**src/uif_pkg.sv**
```systemverilog
// Constants of the USB interrupt funnel: offsets, bit positions, resets.
// Assumes a byte-wide register port and a 25 MHz module clock.
//
// Summary of operation
// - All USB sources merge into one request for peripheral flag bit 5.
// - Request is the OR of status flags each gated by its enable.
// - Any enabled error flag sets the error summary status bit.
// - Status enables gate only the request; status flags always set.
// - Error enables gate only the summary; error flags always set.
// - Error summary comes only from enabled errors, ignores writes.
// - Engine-set flags stay set until software writes 0 to them.
// - Software writing 1 sets status flags, except the summary.
// - Frame start flag, bit 6, sets on each start-of-frame token.
// - Stall flag, bit 5, sets when a STALL handshake is sent.
// - Idle flag, bit 4, sets after 3 ms of continuous bus Idle.
// - Transaction flag, bit 3; clearing it advances status FIFO.
// - Activity flag, bit 2, sets on D+ or D- activity.
// - Bus reset sets flag bit 0 and loads 00h into device address.
// - Error flags set at once on detection, not deferred.
// - Bit stuff error flag at error bit 7.
// - Turnaround time-out flag at bit 4: over 16 Idle bit times.
// - Data field size error flag at error bit 3.
// - CRC16 failure flag at error bit 2.
// - Bad CRC5 token rejected; CRC5 error flag at bit 1.
// - PID check failure flag at error bit 0.
package uif_pkg;
  // Register offsets on the byte port
  localparam logic [2:0] OFS_STATUS_FLAGS   = 3'h0;
  localparam logic [2:0] OFS_STATUS_ENABLES = 3'h1;
  localparam logic [2:0] OFS_ERROR_FLAGS    = 3'h2;
  localparam logic [2:0] OFS_ERROR_ENABLES  = 3'h3;
  localparam logic [2:0] OFS_DEVICE_ADDRESS = 3'h4;
  localparam logic [2:0] OFS_PERIPH_FLAGS   = 3'h5;

  // Status flag positions
  localparam int BIT_FRAME_START = 6;
  localparam int BIT_STALL_SENT  = 5;
  localparam int BIT_BUS_IDLE    = 4;
  localparam int BIT_TRANS_DONE  = 3;
  localparam int BIT_BUS_ACTIV   = 2;
  localparam int BIT_ERR_SUMMARY = 1;
  localparam int BIT_BUS_RESET   = 0;

  // Error flag positions
  localparam int BIT_STUFF_ERR   = 7;
  localparam int BIT_TURN_TMO    = 4;
  localparam int BIT_FIELD_SIZE  = 3;
  localparam int BIT_DATA_CRC    = 2;
  localparam int BIT_TOKEN_CRC   = 1;
  localparam int BIT_PID_CHECK   = 0;

  // Peripheral flag register position of the combined request
  localparam int BIT_USB_REQUEST = 5;

  // Implemented bits and reset values
  localparam logic [7:0] STATUS_MASK   = 8'h7f;
  localparam logic [7:0] STATUS_SW_SET = 8'h7d;
  localparam logic [7:0] ERROR_MASK    = 8'h9f;
  localparam logic [7:0] RESET_FLAGS   = 8'h00;
  localparam logic [6:0] RESET_ADDRESS = 7'h00;

  // Idle detect timing
  localparam int CLOCK_HZ       = 25_000_000;
  localparam int IDLE_TIME_US   = 3000;
  localparam int IDLE_CYCLES    = (CLOCK_HZ / 1_000_000) * IDLE_TIME_US;
endpackage

```
**src/uif_flag_bit.sv**
```systemverilog
// One sticky interrupt flag: hardware set, software set and clear.
// Assumes writes are single-cycle strobes on the module clock.
`timescale 1ns/100ps
module uif_flag_bit (
  // Clock, reset, clock enable
  input  wire logic clock_i,
  input  wire logic reset_n_i,
  input  wire logic enable_i,
  // Set and clear requests
  input  wire logic hw_set_i,
  input  wire logic sw_write_i,
  input  wire logic sw_value_i,
  input  wire logic sw_set_ok_i,
  // Flag
  output logic      flag_o
);
  always_ff @(posedge clock_i or negedge reset_n_i) begin
    if (!reset_n_i) begin
      flag_o <= 1'b0;
    end else if (enable_i) begin
      if (hw_set_i) begin
        flag_o <= 1'b1;
      end else if (sw_write_i && !sw_value_i) begin
        flag_o <= 1'b0;
      end else if (sw_write_i && sw_value_i && sw_set_ok_i) begin
        flag_o <= 1'b1;
      end
    end
  end
endmodule

```
**src/uif_funnel.sv**
```systemverilog
// USB interrupt funnel: two levels of sticky flags, enables, one request.
// Assumes engine event inputs are single-cycle pulses on clock_i, except
// bus_idle_i, a level that is high while the bus sits in Idle.
`timescale 1ns/100ps
module uif_funnel #(
  parameter int IDLE_CYCLES = uif_pkg::IDLE_CYCLES
) (
  // Clock, reset, clock enable
  input  wire logic       clock_i,
  input  wire logic       reset_n_i,
  input  wire logic       clock_en_i,
  // Register port
  input  wire logic [2:0] reg_addr_i,
  input  wire logic [7:0] reg_wdata_i,
  input  wire logic       reg_write_i,
  input  wire logic       reg_read_i,
  output logic      [7:0] reg_rdata_o,
  // Serial interface engine events
  input  wire logic       frame_start_i,
  input  wire logic       stall_sent_i,
  input  wire logic       bus_idle_i,
  input  wire logic       transaction_done_i,
  input  wire logic       bus_activity_i,
  input  wire logic       bus_reset_i,
  input  wire logic       stuffing_error_i,
  input  wire logic       turnaround_timeout_i,
  input  wire logic       field_size_error_i,
  input  wire logic       data_crc_error_i,
  input  wire logic       token_crc_error_i,
  input  wire logic       pid_check_error_i,
  // Outputs toward the processor and the engine
  output logic            combined_usb_request_flag_o,
  output logic      [7:0] peripheral_flag_reg_two_o,
  output logic      [6:0] device_address_reg_o,
  output logic            token_crc_reject_o,
  output logic            status_fifo_advance_o
);
  localparam int CW = $clog2(IDLE_CYCLES + 1);

  if (IDLE_CYCLES < 1) begin : g_bad_idle
    $error("IDLE_CYCLES must be at least one");
  end

  ////////////////////////////////////////////////////////////////////////
  // Register write decode
  logic       wr_status;
  logic       wr_status_en;
  logic       wr_error;
  logic       wr_error_en;
  logic       wr_address;
  logic [7:0] usb_status_flags;
  logic [7:0] usb_status_enables;
  logic [7:0] usb_error_flags;
  logic [7:0] usb_error_enables;
  logic [7:0] status_events;
  logic [7:0] error_events;
  logic       idle_event;
  logic       error_summary_flag;

  assign wr_status    = reg_write_i && reg_addr_i == uif_pkg::OFS_STATUS_FLAGS;
  assign wr_status_en = reg_write_i &&
                        reg_addr_i == uif_pkg::OFS_STATUS_ENABLES;
  assign wr_error     = reg_write_i && reg_addr_i == uif_pkg::OFS_ERROR_FLAGS;
  assign wr_error_en  = reg_write_i &&
                        reg_addr_i == uif_pkg::OFS_ERROR_ENABLES;
  assign wr_address   = reg_write_i &&
                        reg_addr_i == uif_pkg::OFS_DEVICE_ADDRESS;

  ////////////////////////////////////////////////////////////////////////
  // Idle detector: counts cycles of continuous Idle, fires once per stretch
  logic [CW-1:0] idle_count;

  always_ff @(posedge clock_i or negedge reset_n_i) begin
    if (!reset_n_i) begin
      idle_count <= '0;
    end else if (clock_en_i) begin
      if (!bus_idle_i) begin
        idle_count <= '0;
      end else if (idle_count != CW'(IDLE_CYCLES)) begin
        idle_count <= idle_count + CW'(1);
      end
    end
  end

  // Saturating count means one flag set per Idle stretch, not a stream
  assign idle_event = bus_idle_i &&
                      idle_count == CW'(IDLE_CYCLES - 1);

  ////////////////////////////////////////////////////////////////////////
  // Event vectors
  always_comb begin
    status_events = 8'h00;
    status_events[uif_pkg::BIT_FRAME_START] = frame_start_i;
    status_events[uif_pkg::BIT_STALL_SENT]  = stall_sent_i;
    status_events[uif_pkg::BIT_BUS_IDLE]    = idle_event;
    status_events[uif_pkg::BIT_TRANS_DONE]  = transaction_done_i;
    status_events[uif_pkg::BIT_BUS_ACTIV]   = bus_activity_i;
    status_events[uif_pkg::BIT_BUS_RESET]   = bus_reset_i;
  end

  // Raw detection strobes, set the same cycle they arrive
  always_comb begin
    error_events = 8'h00;
    error_events[uif_pkg::BIT_STUFF_ERR]  = stuffing_error_i;
    error_events[uif_pkg::BIT_TURN_TMO]   = turnaround_timeout_i;
    error_events[uif_pkg::BIT_FIELD_SIZE] = field_size_error_i;
    error_events[uif_pkg::BIT_DATA_CRC]   = data_crc_error_i;
    error_events[uif_pkg::BIT_TOKEN_CRC]  = token_crc_error_i;
    error_events[uif_pkg::BIT_PID_CHECK]  = pid_check_error_i;
  end

  ////////////////////////////////////////////////////////////////////////
  // First-level flags; bit 1 is the live error summary, bit 7 reads zero
  uif_flag_bit u_frame_start (
    .clock_i     (clock_i),
    .reset_n_i   (reset_n_i),
    .enable_i    (clock_en_i),
    .hw_set_i    (status_events[uif_pkg::BIT_FRAME_START]),
    .sw_write_i  (wr_status),
    .sw_value_i  (reg_wdata_i[uif_pkg::BIT_FRAME_START]),
    .sw_set_ok_i (1'b1),
    .flag_o      (usb_status_flags[uif_pkg::BIT_FRAME_START])
  );

  uif_flag_bit u_stall_sent (
    .clock_i     (clock_i),
    .reset_n_i   (reset_n_i),
    .enable_i    (clock_en_i),
    .hw_set_i    (status_events[uif_pkg::BIT_STALL_SENT]),
    .sw_write_i  (wr_status),
    .sw_value_i  (reg_wdata_i[uif_pkg::BIT_STALL_SENT]),
    .sw_set_ok_i (1'b1),
    .flag_o      (usb_status_flags[uif_pkg::BIT_STALL_SENT])
  );

  uif_flag_bit u_bus_idle (
    .clock_i     (clock_i),
    .reset_n_i   (reset_n_i),
    .enable_i    (clock_en_i),
    .hw_set_i    (status_events[uif_pkg::BIT_BUS_IDLE]),
    .sw_write_i  (wr_status),
    .sw_value_i  (reg_wdata_i[uif_pkg::BIT_BUS_IDLE]),
    .sw_set_ok_i (1'b1),
    .flag_o      (usb_status_flags[uif_pkg::BIT_BUS_IDLE])
  );

  uif_flag_bit u_trans_done (
    .clock_i     (clock_i),
    .reset_n_i   (reset_n_i),
    .enable_i    (clock_en_i),
    .hw_set_i    (status_events[uif_pkg::BIT_TRANS_DONE]),
    .sw_write_i  (wr_status),
    .sw_value_i  (reg_wdata_i[uif_pkg::BIT_TRANS_DONE]),
    .sw_set_ok_i (1'b1),
    .flag_o      (usb_status_flags[uif_pkg::BIT_TRANS_DONE])
  );

  uif_flag_bit u_bus_activ (
    .clock_i     (clock_i),
    .reset_n_i   (reset_n_i),
    .enable_i    (clock_en_i),
    .hw_set_i    (status_events[uif_pkg::BIT_BUS_ACTIV]),
    .sw_write_i  (wr_status),
    .sw_value_i  (reg_wdata_i[uif_pkg::BIT_BUS_ACTIV]),
    .sw_set_ok_i (1'b1),
    .flag_o      (usb_status_flags[uif_pkg::BIT_BUS_ACTIV])
  );

  uif_flag_bit u_bus_reset (
    .clock_i     (clock_i),
    .reset_n_i   (reset_n_i),
    .enable_i    (clock_en_i),
    .hw_set_i    (status_events[uif_pkg::BIT_BUS_RESET]),
    .sw_write_i  (wr_status),
    .sw_value_i  (reg_wdata_i[uif_pkg::BIT_BUS_RESET]),
    .sw_set_ok_i (1'b1),
    .flag_o      (usb_status_flags[uif_pkg::BIT_BUS_RESET])
  );
  assign usb_status_flags[uif_pkg::BIT_ERR_SUMMARY] = error_summary_flag;
  assign usb_status_flags[7] = 1'b0;

  // Second-level flags: software can only clear them, a 1 is ignored
  uif_flag_bit u_stuff_err (
    .clock_i     (clock_i),
    .reset_n_i   (reset_n_i),
    .enable_i    (clock_en_i),
    .hw_set_i    (error_events[uif_pkg::BIT_STUFF_ERR]),
    .sw_write_i  (wr_error),
    .sw_value_i  (reg_wdata_i[uif_pkg::BIT_STUFF_ERR]),
    .sw_set_ok_i (1'b0),
    .flag_o      (usb_error_flags[uif_pkg::BIT_STUFF_ERR])
  );

  uif_flag_bit u_turn_tmo (
    .clock_i     (clock_i),
    .reset_n_i   (reset_n_i),
    .enable_i    (clock_en_i),
    .hw_set_i    (error_events[uif_pkg::BIT_TURN_TMO]),
    .sw_write_i  (wr_error),
    .sw_value_i  (reg_wdata_i[uif_pkg::BIT_TURN_TMO]),
    .sw_set_ok_i (1'b0),
    .flag_o      (usb_error_flags[uif_pkg::BIT_TURN_TMO])
  );

  uif_flag_bit u_field_size (
    .clock_i     (clock_i),
    .reset_n_i   (reset_n_i),
    .enable_i    (clock_en_i),
    .hw_set_i    (error_events[uif_pkg::BIT_FIELD_SIZE]),
    .sw_write_i  (wr_error),
    .sw_value_i  (reg_wdata_i[uif_pkg::BIT_FIELD_SIZE]),
    .sw_set_ok_i (1'b0),
    .flag_o      (usb_error_flags[uif_pkg::BIT_FIELD_SIZE])
  );

  uif_flag_bit u_data_crc (
    .clock_i     (clock_i),
    .reset_n_i   (reset_n_i),
    .enable_i    (clock_en_i),
    .hw_set_i    (error_events[uif_pkg::BIT_DATA_CRC]),
    .sw_write_i  (wr_error),
    .sw_value_i  (reg_wdata_i[uif_pkg::BIT_DATA_CRC]),
    .sw_set_ok_i (1'b0),
    .flag_o      (usb_error_flags[uif_pkg::BIT_DATA_CRC])
  );

  uif_flag_bit u_token_crc (
    .clock_i     (clock_i),
    .reset_n_i   (reset_n_i),
    .enable_i    (clock_en_i),
    .hw_set_i    (error_events[uif_pkg::BIT_TOKEN_CRC]),
    .sw_write_i  (wr_error),
    .sw_value_i  (reg_wdata_i[uif_pkg::BIT_TOKEN_CRC]),
    .sw_set_ok_i (1'b0),
    .flag_o      (usb_error_flags[uif_pkg::BIT_TOKEN_CRC])
  );

  uif_flag_bit u_pid_check (
    .clock_i     (clock_i),
    .reset_n_i   (reset_n_i),
    .enable_i    (clock_en_i),
    .hw_set_i    (error_events[uif_pkg::BIT_PID_CHECK]),
    .sw_write_i  (wr_error),
    .sw_value_i  (reg_wdata_i[uif_pkg::BIT_PID_CHECK]),
    .sw_set_ok_i (1'b0),
    .flag_o      (usb_error_flags[uif_pkg::BIT_PID_CHECK])
  );
  assign usb_error_flags[6:5] = 2'h0;

  // Summary is a live OR, so software can neither set nor clear it
  assign error_summary_flag =
    |(usb_error_flags & usb_error_enables);

  ////////////////////////////////////////////////////////////////////////
  // Enable registers
  always_ff @(posedge clock_i or negedge reset_n_i) begin
    if (!reset_n_i) begin
      usb_status_enables <= uif_pkg::RESET_FLAGS;
    end else if (clock_en_i && wr_status_en) begin
      usb_status_enables <= reg_wdata_i & uif_pkg::STATUS_MASK;
    end
  end

  always_ff @(posedge clock_i or negedge reset_n_i) begin
    if (!reset_n_i) begin
      usb_error_enables <= uif_pkg::RESET_FLAGS;
    end else if (clock_en_i && wr_error_en) begin
      usb_error_enables <= reg_wdata_i & uif_pkg::ERROR_MASK;
    end
  end

  ////////////////////////////////////////////////////////////////////////
  // Device address; a bus reset beats a same-cycle software write
  always_ff @(posedge clock_i or negedge reset_n_i) begin
    if (!reset_n_i) begin
      device_address_reg_o <= uif_pkg::RESET_ADDRESS;
    end else if (clock_en_i) begin
      if (bus_reset_i) begin
        device_address_reg_o <= uif_pkg::RESET_ADDRESS;
      end else if (wr_address) begin
        device_address_reg_o <= reg_wdata_i[6:0];
      end
    end
  end

  ////////////////////////////////////////////////////////////////////////
  // Combined request, registered so the processor sees a clean level
  always_ff @(posedge clock_i or negedge reset_n_i) begin
    if (!reset_n_i) begin
      combined_usb_request_flag_o <= 1'b0;
    end else if (clock_en_i) begin
      combined_usb_request_flag_o <=
        |(usb_status_flags & usb_status_enables);
    end
  end

  always_comb begin
    peripheral_flag_reg_two_o = 8'h00;
    peripheral_flag_reg_two_o[uif_pkg::BIT_USB_REQUEST] =
      combined_usb_request_flag_o;
  end

  ////////////////////////////////////////////////////////////////////////
  // Engine-facing strobes
  always_ff @(posedge clock_i or negedge reset_n_i) begin
    if (!reset_n_i) begin
      token_crc_reject_o <= 1'b0;
    end else if (clock_en_i) begin
      token_crc_reject_o <= token_crc_error_i;
    end
  end

  // Only a real 1-to-0 clear advances the FIFO, not a write to a clear bit
  always_ff @(posedge clock_i or negedge reset_n_i) begin
    if (!reset_n_i) begin
      status_fifo_advance_o <= 1'b0;
    end else if (clock_en_i) begin
      status_fifo_advance_o <= wr_status &&
        !reg_wdata_i[uif_pkg::BIT_TRANS_DONE] &&
        usb_status_flags[uif_pkg::BIT_TRANS_DONE] &&
        !transaction_done_i;
    end
  end

  ////////////////////////////////////////////////////////////////////////
  // Read data, valid the cycle after the read strobe
  always_ff @(posedge clock_i or negedge reset_n_i) begin
    if (!reset_n_i) begin
      reg_rdata_o <= 8'h00;
    end else if (clock_en_i) begin
      if (reg_read_i) begin
        case (reg_addr_i)
          uif_pkg::OFS_STATUS_FLAGS:   reg_rdata_o <= usb_status_flags;
          uif_pkg::OFS_STATUS_ENABLES: reg_rdata_o <= usb_status_enables;
          uif_pkg::OFS_ERROR_FLAGS:    reg_rdata_o <= usb_error_flags;
          uif_pkg::OFS_ERROR_ENABLES:  reg_rdata_o <= usb_error_enables;
          uif_pkg::OFS_DEVICE_ADDRESS: begin
            reg_rdata_o <= {1'b0, device_address_reg_o};
          end
          uif_pkg::OFS_PERIPH_FLAGS: begin
            reg_rdata_o <= peripheral_flag_reg_two_o;
          end
          default:                     reg_rdata_o <= 8'h00;
        endcase
      end else begin
        reg_rdata_o <= 8'h00;
      end
    end
  end
endmodule

```
**config.mk**
```make
export PLATFORM = sky130hd
export DESIGN_NAME = uif_funnel
export DESIGN_NICKNAME = d
export VERILOG_FILES = /design/src/uif_pkg.sv /design/src/uif_flag_bit.sv /design/src/uif_funnel.sv
export SDC_FILE = /design/constraint.sdc
export NUM_CORES = 1
export LEC_CHECK = 0
export BUFFER_PORTS_ARGS = -buffer_cell sky130_fd_sc_hd__buf_4
export CELL_PAD_IN_SITES_DETAIL_PLACEMENT = 1
export CELL_PAD_IN_SITES_GLOBAL_PLACEMENT = 2
export CORE_UTILIZATION = 30
export CTS_CLUSTER_DIAMETER = 50
export DETAILED_ROUTE_END_ITERATION = 8
export PLACE_DENSITY_LB_ADDON = 0.1
export SLEW_MARGIN = 20
export SYNTH_ARGS = -nofsm -noshare
export SYNTH_HDL_FRONTEND = slang
export SYNTH_HIERARCHICAL = 1
export SYNTH_SLANG_ARGS = --single-unit
```
**constraint.sdc**
```tcl
create_clock -name clock_i -period 1.9 [get_ports clock_i]
set_input_delay 0.095 -clock clock_i [delete_from_list [all_inputs] [get_ports clock_i]]
set_output_delay 0.095 -clock clock_i [all_outputs]
set_load 0.02 [all_outputs]
```
# After elaboration in Yosys (flattened, before gate mapping)
# Cells that the tools add are included.
totals:
  register_bits: 60
  input_bits: 28
op_classes:
  n_addsub: 1
  eq_ne: 8
  n_mux: 36
  bitwise_logic: 2
  n_reduce_logical: 67
op_table:
  columns: ["operator", "count"]
  rows:
  - ["$pmux W8 S6", 1]
  - ["$mux W17", 2]
  - ["$mux W1", 30]
  - ["$logic_and A1 B1 Y1", 28]
  - ["$reduce_and A2 Y1", 14]
  - ["$reduce_bool A3 Y1", 6]
  - ["$add A17 B1 Y17 const B", 1]
  - ["$eq A17 B17 Y1 const B", 1]
  - ["$ne A17 B17 Y1 const B", 1]
  - ["$reduce_or A8 Y1", 2]
  - ["$mux W7", 2]
  - ["$reduce_bool A2 Y1", 7]
  - ["$logic_not A1 Y1", 9]
  - ["$and A8 B8 Y8", 1]
  - ["$mux W8", 1]
  - ["$and A7 B7 Y7", 1]
  - ["$eq A3 B2 Y1 const B", 2]
  - ["$eq A3 B3 Y1 const B", 2]
  - ["$eq A3 B1 Y1 const B", 1]
  - ["$logic_not A3 Y1", 1]
  - ["$ne A2 B1 Y1 const B", 1]

# Logic depth before layout (Yosys ltp)
logic_depth:
  word_depth: 6
  mapped_depth: 6
  depth_no_buf: 5

# By module
# The synthesis kept the hierarchy.
by_module_without_submodules:
  columns: ["module", "n_inst", "cells_per_inst", "area_per_inst_um2", "seq_area_each_um2"]
  rows:
  - ["uif_funnel", 1, 236, 2531.2, 1201.2]
  - ["uif_flag_bit", 12, 5, 51.3, 25.0]

# Least setup slack after synthesis
# No wires, ideal clock.
synth_timing:
  path_type: "reg-to-reg"
  start: "register idle_count[9]"
  end: "register u_bus_idle.flag_o"
  setup_time_ns: 0.087
  t_arrival_ns: 1.924
  t_required_ns: 1.813
  slack_ns: -0.110
  stages_incl_launch_ff: 6
  path_cell_list: "dfrtp_1 -> or4b_1 -> or4_4 -> nor3_1 -> a211oi_1 -> nor3_1"
synth_between:
  elab_chain_len: 4
  elab_cells_between_ends: 5
  classes_between: "1 x eq/ne; 1 x mux; 3 x reduce/logical"
synth_rtl:
  columns: ["item", "line", "text"]
  rows:
  - ["from (decl)", "uif_funnel.sv:71", "logic [CW-1:0] idle_count;"]
  - ["from (signal assigned)", "uif_funnel.sv:80", "idle_count <= idle_count + CW'(1);"]
  - ["$eq A17 B17 Y1 *", "uif_funnel.sv:87", "idle_count == CW'(IDLE_CYCLES - 1);"]
  - ["$logic_and A1 B1 Y1 *", "uif_funnel.sv:86", "assign idle_event = bus_idle_i &&"]
  - ["via idle_event", "uif_funnel.sv:57", "logic idle_event;"]
  - ["$reduce_bool A3 Y1 (no line)", null, null]
  - ["$reduce_and A2 Y1 (no line)", null, null]
  - ["to (signal assigned)", "uif_flag_bit.sv:22", "flag_o <= 1'b1;"]
  - ["to (signal assigned)", "uif_flag_bit.sv:24", "flag_o <= 1'b0;"]
  - ["to (signal assigned)", "uif_flag_bit.sv:26", "flag_o <= 1'b1;"]
  - ["to (decl)", "uif_flag_bit.sv:15", "output logic flag_o"]
# The timed path passes the listed nets; every way through them passes the cells marked *.
# A chain may end at the register's enable or synchronous reset.

# Worst setup path in the final report
layout_timing:
  start: "register idle_count[15]"
  end: "register idle_count[0]"
layout_between:
  elab_chain_len: 3
layout_rtl:
  columns: ["item", "line", "text"]
  rows:
  - ["$ne A17 B17 Y1", "uif_funnel.sv:79", "end else if (idle_count != CW'(IDLE_CYCLES)) begin"]
  - ["$ne A2 B1 Y1 (no line)", null, null]
  - ["$reduce_and A2 Y1 (no line)", null, null]
# Every way passes these cells.

==> metrics <==
status=finished with violations; failing checks=negative setup slack; Layout Cells excl Fill=528; sequential area share after synthesis=0.477; ANT cells=0; reg2reg setup slack=-0.12 ns; Worst Skew=0.0161 ns; top_reg_cell synth=dfrtp_1; Die X=104 um; synthesis-to-finish area growth=32.6%; slack of the critical path=-0.123 ns; final period utilization=1.06; hold path endpoint=device_address_reg_o[0]; worst path cell trace=or4b_1, or4_4, o31ai_4, mux2i_1; dpl cells=508; placed cell area=0.00388 mm^2; vias per inst=5.12; # IOs=54; DRC=0; worst min-delay path class=input pin to flop; commonest non-fill, non-tap cells in the layout=buf_4 (77), dfrtp_1 (60), nor2_1 (29); Crit path arrival time=2.29 ns; RR Startpoint=idle_count[15]; number of max-cap violations=0; initial core utilization=0.308; Layout fillers=1155; fin area=0.00417 mm^2; pwr/cell area=886 mW/mm^2; Die Y=104 um; routed vias=2703; Crit. End Element=flop; commonest non-fill, non-tap cell in the layout=buf_4; GPL Wtd Cong=0.754; All-Layer GR Usage=0.192; wire per inst=18.1 um; nets@finish=417; Worst Hold Depth=2; Leakage=0.00185 uW; cell family with most CP delay=simple AND/OR/NAND/NOR gates; reg2reg path depth=4; Setup violations, final=4; RSZ-0062 raised after global routing=yes; dpl hpwl=7010 um; Syn Inst Count=296; WP buf/inv=0; root buf cell=clkbuf_8; Detailed Route Iter0 Violations=96; H-tree depth=3; critical-path maximum fanout=3; yosys warns=6; Num CTS Buffers=9; Detailed Route WL=9560 um; min-delay src=reg_wdata_i[0]; Crit Path Class=flop to flop; largest net degree at the start of global routing=35; slowest CP cell=or4_4; Remaining Overflow, GRT=0; vias in the first global route=2983; number of synthesized flops with an enable pin=0; DRT Pass-1 Iters=4; DIE AREA=0.0109 mm^2; Clk pin slew, worst setup/hold paths=0.07 ns; Buffers on Ports=46; CTS max path bufs=2; Routed Antenna Nets=0; post-CTS sizing=0; clk_lat worst skew=0.35 ns; Yosys reg bits=60; share of cells above drive strength 1=0.304; Reg area=0.00150 mm^2; first-pass GRT wire length=15900 um; Site Rows=37; initial antenna violation count=0; Critical Path Start Type=flop; Core Footprint=0.0102 mm^2; mapped cell area=0.00315 mm^2; ys async rst share=1.00; Critical Path RT=2.16 ns; Worst R2R End=idle_count[0]; fin crit period=2.02 ns; Hold Vio Cnt, Final=0; Peak VDD IR=0.507 mV; Worst path max stage delay=0.56 ns; Final Max Slew Viols=0; library cells used by synthesis=49; Sink Count=60; Mapped Avg Cell Area=10.6 um^2; Fmax=494 MHz; CTS tree=built; area taken by multi-input logic gates=0.00158 mm^2
==> per-layer routing <==
metal / up-vias / wire, um / global-route usage
met2: 46 / 4500 / 0.304
li1: 1268 / - / -
met5: - / 0 / 0
met1: 1374 / 4610 / 0.262
met3: 15 / 285 / 0.0338
met4: 0 / 163 / 0.0684
==> per-stage QoR <==
step	worst slack [ns]	total power [uW]	TNS, ns	hold WS (ns)	util
floorplan	-0.0499	1940	-0.106	-0.201	-
global placement	-0.0837	2210	-0.193	0.0517	0.379
detailed placement	-0.113	2240	-0.318	0.0534	0.379
CTS	-0.126	3730	-0.351	0.00662	0.408
global route	-0.188	3870	-0.643	0.0245	0.408
finish	-0.123	3700	-0.310	0.00909	0.408
==> where the power goes <==
part           switching [uW]  internal (uW)  total, uW  leakage (uW)
combinational             327            309        636      0.000961
sequential                141           1430       1570      0.000759
clock                     548            942       1490      0.000127
total                    1020           2680       3700       0.00185
==> sequential cells by signal, indices dropped and copies added, names as in the netlist, 6 cells and up <==
name and cells:
reg_rdata_o 8, idle_count 17, usb_error_enables 6, device_address_reg_o 7, usb_status_enables 7
==> cells in the mapped netlist (6+ instances only) <==
| cell | number | area share |
|---|---|---|
| dfrtp_1 | 60 | 0.48 |
| nor2_1 | 29 | 0.035 |
| nand2_1 | 19 | 0.023 |
| nor3_1 | 18 | 0.029 |
| mux2_2 | 14 | 0.050 |
| a211oi_1 | 12 | 0.029 |
| nor4bb_1 | 12 | 0.038 |
| clkbuf_1 | 9 | 0.011 |
| inv_1 | 9 | 0.011 |
| buf_4 | 8 | 0.019 |
| nand4_1 | 8 | 0.016 |
| o21ai_0 | 8 | 0.013 |
| a22o_1 | 7 | 0.019 |
| mux2i_1 | 7 | 0.022 |
| nand3_1 | 6 | 0.0095 |
==> how the worst max path moves through the flow <==
stage	from	endpoint	slack, ns	cells past startpoint
2_1_floorplan	idle_count[14]	idle_count[0]	-0.05	4
3_3_place_gp	idle_count[14]	idle_count[0]	-0.08	4
3_5_place_dp	idle_count[14]	idle_count[1]	-0.11	4
4_1_cts	idle_count[14]	idle_count[0]	-0.13	4
5_1_grt	idle_count[15]	idle_count[0]	-0.19	4
6_report	idle_count[15]	idle_count[0]	-0.12	4
==> cell type report <==
class,count,area share
tap,136,0.0408
timing repair buffer,82,0.153
clock buffer,12,0.0372
inverter,9,0.00810
clock inverter,4,0.0228
sequential,60,0.360
multi-input combinational,225,0.378
==> cells by family (layout without fill, tap and decap cells) <==
family | count (synthesis) | after routing | share of synthesized area
compound gates | 53 | 53 | 0.128
xor+xnor | 7 | 7 | 0.0195
fa+ha+maj | 2 | 2 | 0.00795
buf+inv | 28 | 107 | 0.0433
flops | 60 | 60 | 0.477
mux | 26 | 26 | 0.108
other cells | 2 | 19 | 0.00239
simple gates | 118 | 118 | 0.214
==> repair_timing <==
action | 4_1_cts | 5_1_grt
setup endpoints to repair | 4 | 6
setup buffers | 0 | 0
endpoints found under the hold margin | 29 | 0
hold buffers | 4 | 0
pin swaps | 1 | 2
No activity file was read; power rests on OpenSTA's default activity.
